[src/common/tpwm_defines.svh]
`ifndef TPWM_DEFINES_SVH
`define TPWM_DEFINES_SVH

// counter, period limit and compare reset values
`define TPWM_COUNT_RST     16'h0000
`define TPWM_LIMIT_RST     16'hffff
`define TPWM_CMP_RST       16'h0000
// prescaler: bus clock divided by up to 64, code 7 selects the clock pin
`define TPWM_PRESC_W       6
`define TPWM_PRESC_RST     6'h00
`define TPWM_PRESC_EXT     3'h7
// compare polarity pair {high,low}
`define TPWM_POL_OFF       2'h0
`define TPWM_POL_TOGGLE    2'h1
`define TPWM_POL_CLEAR     2'h2
`define TPWM_POL_SET       2'h3
// channel indices of the two linkable pairs
`define TPWM_PAIR01_LEAD   0
`define TPWM_PAIR23_LEAD   2

`endif

[src/common/tpwm_pkg.sv]
package tpwm_pkg;

	// per channel control bits
	typedef struct packed {
		logic mode_select_high;
		logic mode_select_low;
		logic compare_polarity_high_bit;
		logic compare_polarity_low_bit;
		logic toggle_on_wrap;
		logic full_duty_select;
		logic channel_irq_enable;
	} tpwm_chan_cfg_t;

	// pin drive of one channel
	typedef struct packed {
		logic level;
		logic oe_n;
	} tpwm_pin_t;

endpackage : tpwm_pkg

[src/hw/tpwm_channels.sv]
// Summary of operation
// output toggles when the counter reaches the period limit
// pulse lasts from wrap until the counter equals the compare value
// code 000 with limit 255 gives a 256 bus clock period
// pair01_link joins channels 0 and 1, channel 0 values first
// writing the other set hands over at next wrap, last written governs
// linked: channel 0 control governs, channel 1 pin freed
// pair23_link joins channels 2 and 3 likewise, channel 3 pin freed
// link bit wins over the low mode bit on channels 0 and 2
// mode 0:1 unbuffered, 1:0 buffered compare and PWM on channels 0 and 2, unbuffered on channels 1 and 3
// polarity 1:0 clears on compare, 1:1 sets on compare
// toggle_on_wrap clear gives no wrap toggle, so 0% duty
// full_duty_select with toggle_on_wrap gives 100% duty
// wrap flag on reaching limit, interrupt only when enabled
// channel flag on compare, interrupt only when enabled
// counts in wait, writes ignored, enabled request wakes
// equality compare can be missed for a period after a late write
// software stops, resets, loads, configures, then releases the counter
// software must not use toggle on compare for PWM
// software writes widths only to the inactive set of a pair
// software shortens from compare irq, lengthens from wrap irq
// after the limit the counter restarts from zero next tick
// prescale codes 0..6 divide by 1..64, code 7 uses the pin
// counter reset clears counter and prescaler only
`timescale 1ns/10ps
`include "tpwm_defines.svh"

module tpwm_channels (
	input  wire logic                           SYS_CLK,
	input  wire logic                           RST_N,
	input  wire logic                           EXTERNAL_TIMER_CLOCK_PIN,
	input  wire logic                           COUNTER_HALT,
	input  wire logic                           COUNTER_RESET,
	input  wire logic [2:0]                     PRESCALE_CODE,
	input  wire logic [15:0]                    PERIOD_LIMIT,
	input  wire logic                           WRAP_IRQ_ENABLE,
	input  wire logic                           WRAP_FLAG_CLR,
	input  wire tpwm_pkg::tpwm_chan_cfg_t [3:0] CHAN_CFG,
	input  wire logic [3:0]                     CMP_WR,
	input  wire logic [15:0]                    CMP_DATA,
	input  wire logic [3:0]                     CHAN_FLAG_CLR,
	input  wire logic                           WAIT_MODE,
	output logic [3:0]                          CHAN_PIN_OUT,
	output logic [3:0]                          CHAN_PIN_OE_N,
	output logic [15:0]                         COUNT,
	output logic                                WRAP_FLAG,
	output logic [3:0]                          CHAN_FLAG,
	output logic [1:0]                          ACTIVE_SET,
	output logic                                IRQ,
	output logic                                WAKE_REQ
);

	logic [2:0]               clk_pin_sync_reg;
	logic                     clk_pin_level_reg;
	logic                     ext_edge;
	logic [`TPWM_PRESC_W-1:0] presc_reg;
	logic [`TPWM_PRESC_W-1:0] presc_mask;
	logic                     tick;
	logic                     wrap_evt;
	logic [15:0]              count_reg;
	logic [15:0]              cmp_reg [4];
	logic [15:0]              cmp_eff [4];
	logic [1:0]               pend_reg;
	logic [1:0]               sel_reg;
	logic [1:0]               link;
	logic [3:0]               live;
	logic [3:0]               match;
	logic [3:0]               wr_ok;
	tpwm_pkg::tpwm_pin_t      pin_next [4];
	tpwm_pkg::tpwm_pin_t      pin_reg [4];
	logic [3:0]               chan_flag_reg;
	logic                     wrap_flag_reg;
	logic                     irq_next;
	logic                     irq_reg;
	logic                     wake_reg;
	logic [1:0]               pol [4];

	// processor side writes are shut out while in wait
	assign wr_ok = WAIT_MODE ? 4'h0 : CMP_WR;

	// three stage sync; a level counts once stages two and three agree
	always_ff @(posedge SYS_CLK or negedge RST_N) begin
		if (!RST_N) begin
			clk_pin_sync_reg  <= 3'h0;
			clk_pin_level_reg <= 1'h0;
		end else begin
			clk_pin_sync_reg <= {clk_pin_sync_reg[1:0],
				EXTERNAL_TIMER_CLOCK_PIN};
			if (clk_pin_sync_reg[1] == clk_pin_sync_reg[2])
				clk_pin_level_reg <= clk_pin_sync_reg[2];
		end
	end

	assign ext_edge = (clk_pin_sync_reg[1] == clk_pin_sync_reg[2]) &&
		clk_pin_sync_reg[2] && !clk_pin_level_reg;

	// power of two divider: tick when the low code bits are all ones
	assign presc_mask = `TPWM_PRESC_W'((7'h01 << PRESCALE_CODE) - 7'h01);
	assign tick = !COUNTER_HALT && !COUNTER_RESET &&
		((PRESCALE_CODE == `TPWM_PRESC_EXT) ? ext_edge :
		((presc_reg & presc_mask) == presc_mask));
	assign wrap_evt = tick && (count_reg == PERIOD_LIMIT);

	always_ff @(posedge SYS_CLK or negedge RST_N) begin
		if (!RST_N)
			presc_reg <= `TPWM_PRESC_RST;
		else if (COUNTER_RESET)
			presc_reg <= `TPWM_PRESC_RST;
		else if (!COUNTER_HALT)
			presc_reg <= presc_reg + `TPWM_PRESC_W'(1);
	end

	always_ff @(posedge SYS_CLK or negedge RST_N) begin
		if (!RST_N)
			count_reg <= `TPWM_COUNT_RST;
		else if (COUNTER_RESET)
			count_reg <= `TPWM_COUNT_RST;
		else if (wrap_evt)
			count_reg <= `TPWM_COUNT_RST;
		else if (tick)
			count_reg <= count_reg + 16'h0001;
	end

	always_ff @(posedge SYS_CLK or negedge RST_N) begin
		if (!RST_N) begin
			for (int i = 0; i < 4; i++)
				cmp_reg[i] <= `TPWM_CMP_RST;
		end else begin
			for (int i = 0; i < 4; i++)
				if (wr_ok[i])
					cmp_reg[i] <= CMP_DATA;
		end
	end

	// pair handover: last written set takes over at the next wrap
	always_ff @(posedge SYS_CLK or negedge RST_N) begin
		if (!RST_N) begin
			pend_reg <= 2'h0;
			sel_reg  <= 2'h0;
		end else begin
			for (int p = 0; p < 2; p++) begin
				if (!link[p]) begin
					pend_reg[p] <= 1'h0;
					sel_reg[p]  <= 1'h0;
				end else begin
					if (wr_ok[2*p+1] && !wr_ok[2*p])
						pend_reg[p] <= 1'h1;
					else if (wr_ok[2*p])
						pend_reg[p] <= 1'h0;
					if (wrap_evt)
						sel_reg[p] <= pend_reg[p];
				end
			end
		end
	end

	always_comb begin
		link[0] = CHAN_CFG[`TPWM_PAIR01_LEAD].mode_select_high;
		link[1] = CHAN_CFG[`TPWM_PAIR23_LEAD].mode_select_high;
		for (int i = 0; i < 4; i++) begin
			pol[i] = {CHAN_CFG[i].compare_polarity_high_bit,
				CHAN_CFG[i].compare_polarity_low_bit};
			cmp_eff[i] = cmp_reg[i];
			// either mode bit enables; the link bit wins on leads
			live[i] = CHAN_CFG[i].mode_select_high |
				CHAN_CFG[i].mode_select_low;
		end
		for (int p = 0; p < 2; p++)
			if (link[p]) begin
				cmp_eff[2*p] = sel_reg[p] ? cmp_reg[2*p+1] : cmp_reg[2*p];
				live[2*p+1] = 1'h0;
			end
		for (int i = 0; i < 4; i++)
			// equality only: a value already passed waits a period
			match[i] = tick && live[i] && (count_reg == cmp_eff[i]);
	end

	always_comb begin
		for (int i = 0; i < 4; i++) begin
			pin_next[i].level = pin_reg[i].level;
			pin_next[i].oe_n  = !(live[i] && (pol[i] != `TPWM_POL_OFF));
			if (live[i] && wrap_evt && CHAN_CFG[i].toggle_on_wrap) begin
				if (CHAN_CFG[i].full_duty_select)
					pin_next[i].level = !pol[i][0];
				else
					pin_next[i].level = !pin_reg[i].level;
			end
			// without wrap toggles compares push to the idle level: 0%
			if (match[i] && !(CHAN_CFG[i].full_duty_select &&
				CHAN_CFG[i].toggle_on_wrap)) begin
				case (pol[i])
					`TPWM_POL_CLEAR:  pin_next[i].level = 1'h0;
					`TPWM_POL_SET:    pin_next[i].level = 1'h1;
					`TPWM_POL_TOGGLE: pin_next[i].level = !pin_reg[i].level;
					default:          pin_next[i].level = pin_reg[i].level;
				endcase
			end
		end
	end

	always_ff @(posedge SYS_CLK or negedge RST_N) begin
		if (!RST_N) begin
			for (int i = 0; i < 4; i++)
				pin_reg[i] <= '{level: 1'h0, oe_n: 1'h1};
		end else begin
			for (int i = 0; i < 4; i++)
				pin_reg[i] <= pin_next[i];
		end
	end

	// set wins over a clear in the same cycle
	always_ff @(posedge SYS_CLK or negedge RST_N) begin
		if (!RST_N) begin
			wrap_flag_reg <= 1'h0;
			chan_flag_reg <= 4'h0;
		end else begin
			wrap_flag_reg <= (wrap_flag_reg &&
				!(WRAP_FLAG_CLR && !WAIT_MODE)) || wrap_evt;
			for (int i = 0; i < 4; i++)
				chan_flag_reg[i] <= (chan_flag_reg[i] &&
					!(CHAN_FLAG_CLR[i] && !WAIT_MODE)) || match[i];
		end
	end

	always_comb begin
		irq_next = wrap_flag_reg && WRAP_IRQ_ENABLE;
		for (int i = 0; i < 4; i++)
			irq_next = irq_next || (chan_flag_reg[i] &&
				CHAN_CFG[i].channel_irq_enable);
	end

	always_ff @(posedge SYS_CLK or negedge RST_N) begin
		if (!RST_N) begin
			irq_reg  <= 1'h0;
			wake_reg <= 1'h0;
		end else begin
			irq_reg  <= irq_next;
			wake_reg <= irq_next && WAIT_MODE;
		end
	end

	always_comb begin
		for (int i = 0; i < 4; i++) begin
			CHAN_PIN_OUT[i]  = pin_reg[i].level;
			CHAN_PIN_OE_N[i] = pin_reg[i].oe_n;
		end
	end

	assign COUNT      = count_reg;
	assign WRAP_FLAG  = wrap_flag_reg;
	assign CHAN_FLAG  = chan_flag_reg;
	assign ACTIVE_SET = sel_reg;
	assign IRQ        = irq_reg;
	assign WAKE_REQ   = wake_reg;
endmodule : tpwm_channels

[config.mk]
export PLATFORM = sky130hd
export DESIGN_NAME = tpwm_channels
export DESIGN_NICKNAME = d
export VERILOG_FILES = /design/src/common/tpwm_pkg.sv /design/src/hw/tpwm_channels.sv
export VERILOG_INCLUDE_DIRS = /design/src /design/src/common
export SDC_FILE = /design/constraint.sdc
export NUM_CORES = 1
export LEC_CHECK = 0
export ABC_AREA = 1
export BUFFER_PORTS_ARGS = -buffer_cell sky130_fd_sc_hd__buf_2
export CELL_PAD_IN_SITES_DETAIL_PLACEMENT = 1
export CELL_PAD_IN_SITES_GLOBAL_PLACEMENT = 2
export CORE_MARGIN = 2
export CORE_UTILIZATION = 31
export DETAILED_ROUTE_END_ITERATION = 12
export GPL_TIMING_DRIVEN = 0
export PLACE_DENSITY_LB_ADDON = 0.2
export SLEW_MARGIN = 15
export SYNTH_ARGS = -nofsm -noshare
export SYNTH_HDL_FRONTEND = slang
export SYNTH_SLANG_ARGS = --single-unit
export TNS_END_PERCENT = 1
[constraint.sdc]
create_clock -name SYS_CLK -period 2 [get_ports SYS_CLK]
set_input_delay 0.2 -clock SYS_CLK [delete_from_list [all_inputs] [get_ports SYS_CLK]]
set_output_delay 0.2 -clock SYS_CLK [all_outputs]
set_load 0.02 [all_outputs]
==> reports/metrics.csv <==
stage,metric,value,unit
clocking,CTS tree,built,
timing,clk_skew,0.0139,ns
outcome,failing checks,setup timing,
timing,slew margin rel.,52.3,%
power_and_ir_drop,Net Sw Power,2.04,mW
drt,initial drt markers,386,
timing,"Hold Vio Cnt, Final",0,
floorplan,I/O pins,112,
drt,WL/cell,18.7,um
yosys,Ys Warns,0,
yosys,"Net Count, Synth",1126,
power_and_ir_drop,Power Total,5.85,mW
critical_path,Critical Path End Type,register,
finish,Layout area overhead,27.8,%
finish,most frequent cells in the layout,"nand2_1 (346), buf_2 (116), dfrtp_1 (105)",
power_and_ir_drop,sw frac,34.8,%
place,PortBufs,111,
finish,multi-input logic area,0.00388,mm2
floorplan,die height,154,um
critical_path,crit path max fanout,8,
finish,Finished Layout Cells,1484,
drt,drt drc,0,
clocking,clk sinks,109,
place,pre-CTS setup slack,-0.574,ns
power_and_ir_drop,pwr dens,654,mW/mm2
finish,Seq. cell area,0.00273,mm2
clocking,H-tree lvl count,3,
drt,Top Layer Used,met4,
timing,Max Transition Viols Final,0,
timing,Final Cycle Share,101,%
critical_path,Reg2Reg Depth,14,
yosys,"flops & latches, synth",109,
finish,Layout fillers,2880,
clocking,CTS Buffer Depth,2,
drt,met2 routed WL,12600,um
place,GPL Wtd Cong,0.897,
timing,final worst slack,-0.0168,ns
clocking,CTS Buf Count,9,
global_routing,initial antenna violation count,0,
floorplan,die area,0.0238,mm2
timing,unrepaired setup endpoints after global routing,yes,
critical_path,crit path kind,reg -> reg,
critical_path,Critical Path Start Type,register,
timing,Final min period,2.02,ns
finish,antenna cells,0,
global_routing,GRT Total Usage,23.2,%
floorplan,initial core utilization,31.8,%
place,Post-Place Cells,1436,
timing,total negative slack,-0.0168,ns
power_and_ir_drop,Comb power frac,24.4,%
place,Final HPWL DP,21200,um
hold_path,Hold Crit Class,in -> reg,
drt,detail-routed via count per cell,4.94,
yosys,sequential area share after synthesis,39.0,%
power_and_ir_drop,Reg power frac,44.4,%
global_routing,gr ovfl total,0,
drt,final wirelength,27800,um
finish,Final nets,1282,
drt,Detailed Routing Iterations Pass 1,5,
flow_run,Max-cap violations,0,
floorplan,Core Rows,54,
global_routing,largest net degree at the start of global routing,80,
floorplan,core area,0.0220,mm2
power_and_ir_drop,Pleak,4.63,nW
critical_path,CP required,2.26,ns
drt,antenna-violating nets left,0,
drt,DR vias,7330,
clocking,"Clk Latency, worst-skew pair",0.37,ns
drt,Metal-1 WL,13400,um
yosys,Mapped Area,0.00700,mm2
timing,fmax,496,MHz
yosys,Syn Area/Cell,6.71,um2
power_and_ir_drop,Clock Power Share,31.2,%
finish,layout cells sized above 1,21.8,%
clocking,root buf cell,clkbuf_16,
timing,Final Setup Violations,1,
finish,"commonest non-fill, non-tap cell in the layout",nand2_1,
timing,measured slew at the worst slew-check pin,0.716,ns
power_and_ir_drop,internal power,3.81,mW
outcome,run status,finished with violations,
global_routing,vias in the first global route,7226,
clocking,clk slew on worst S/H paths,0.09,ns
drt,routed wl met3,1280,um
yosys,Cell variety after synth,34,
yosys,Syn Inst Count,1044,
floorplan,Die Wd,154,um
power_and_ir_drop,VDD IR max,0.367,mV
hold_path,Hold Path Stages,3,
global_routing,first-pass GRT wire length,42300,um
critical_path,WP data arrival,2.27,ns
[power by group through the flow]
stage          Clock (mW)  Combinational [mW]  Sequential, mW
2_1_floorplan           0               0.766            2.58
3_3_place_gp            0                1.21            2.62
3_5_place_dp            0                1.24            2.63
4_1_cts              1.87                1.30            2.58
5_1_grt              1.92                1.63            2.62
6_report             1.82                1.43            2.59
[logic make-up (layout without fill, tap and decap cells)]
family | Yosys count | after routing | synth area share, %
and+or+nand+nor | 620 | 622 | 36.9
buffers and inverters | 154 | 312 | 9.61
AOI/OAI and AO/OA | 118 | 118 | 8.94
DFF | 109 | 109 | 39.0
xor gates and xnor gates | 40 | 40 | 5.00
adders and majority gates | 3 | 3 | 0.536
[critical path, cell delays in order (launching register included)]
cell and delay, ns:
dfrtp_1 0.39, buf_6 0.17, inv_1 0.12, nand2_1 0.09, nand4_1 0.11, nor2_2 0.20
nand2_2 0.08, nor2_4 0.16, nand2_4 0.13, inv_8 0.10, nand3_1 0.08, nand2_1 0.07
nand2_1 0.07, nor2_2 0.08, nor2_1 0.05
[cells in the mapped netlist, drive strengths merged]
| master | instances | area, um2 |
|---|---|---|
| a21oi | 20 | 104 |
| a221oi | 2 | 17.5 |
| a22o | 1 | 8.76 |
| a31oi | 1 | 6.26 |
| and2 | 2 | 12.5 |
| and3 | 1 | 6.26 |
| buf | 28 | 200 |
| clkbuf | 14 | 52.6 |
| clkinv | 1 | 3.75 |
| dfrtp | 105 | 2630 |
| dfstp | 4 | 105 |
| ha | 3 | 37.5 |
| inv | 111 | 417 |
| nand2 | 364 | 1390 |
| nand3 | 110 | 551 |
| nand4 | 15 | 93.8 |
| nor2 | 105 | 399 |
| nor3 | 20 | 115 |
| nor4 | 2 | 12.5 |
| o21ai | 83 | 415 |
| o21bai | 4 | 30.0 |
| o22ai | 7 | 43.8 |
| or2 | 1 | 6.26 |
| xnor2 | 29 | 254 |
| xor2 | 11 | 96.3 |
[routing by layer]
layer  GRT usage [%]  vias to the layer above
li1                -                     3629
met1            33.3                     3487
met2            37.1                      186
met3            2.66                       28
met4            6.57                        0
met5               0                        -
[path summary, 6_finish.rpt]
kind / start / end / slack, ns
setup / recovery: COUNT[13]$_DFFE_PN0P_ / CHAN_PIN_OUT[0]$_DFFE_PN0P_ / -0.02
hold / removal: CHAN_CFG[14] / IRQ$_DFF_PN0_ / 0.06
setup reg to reg: COUNT[13]$_DFFE_PN0P_ / CHAN_PIN_OUT[0]$_DFFE_PN0P_ / -0.02
hold reg to reg: clk_pin_sync_reg[0]$_DFF_PN0_ / clk_pin_sync_reg[1]$_DFF_PN0_ / 0.36
max in group asynchronous: RST_N / cmp_eff[13]$_DFFE_PN0P_ / 1.00
min in group asynchronous: RST_N / presc_reg[4]$_DFFE_PN0P_ / 0.29
[what timing repair did]
action	4_1_cts	5_1_grt
endpoints found under the hold margin	33	0
hold buffers	6	0
resized for setup	36	66
cloned	0	6
buffers inserted	4	17
endpoints found under the setup margin	21	19
pin swaps	5	21
[through the flow]
| stage | hold slack, ns | area (um2) | util, % |
|---|---|---|---|
| CTS | 0.0556 | 8430 | 38.3 |
| global placement | 0.313 | 7910 | 35.9 |
| detailed placement | 0.105 | 7940 | 36.1 |
| global route | 0.0778 | 8950 | 40.6 |
| floorplan | -0.0956 | 7000 | - |
| finish | 0.0630 | 8950 | 40.6 |
[final cells by class]
| class | instances | area share, % |
|---|---|---|
| plain buffers | 42 | 3.58 |
| clock buffers | 9 | 2.52 |
| clock inverters | 6 | 0.643 |
| inverters | 112 | 5.06 |
| multi-input cells | 783 | 43.4 |
| flip-flops and latches | 109 | 30.5 |
| well taps | 280 | 3.92 |
| repair buffers | 143 | 10.3 |
Note: power is estimated with default switching activity, not from simulation.
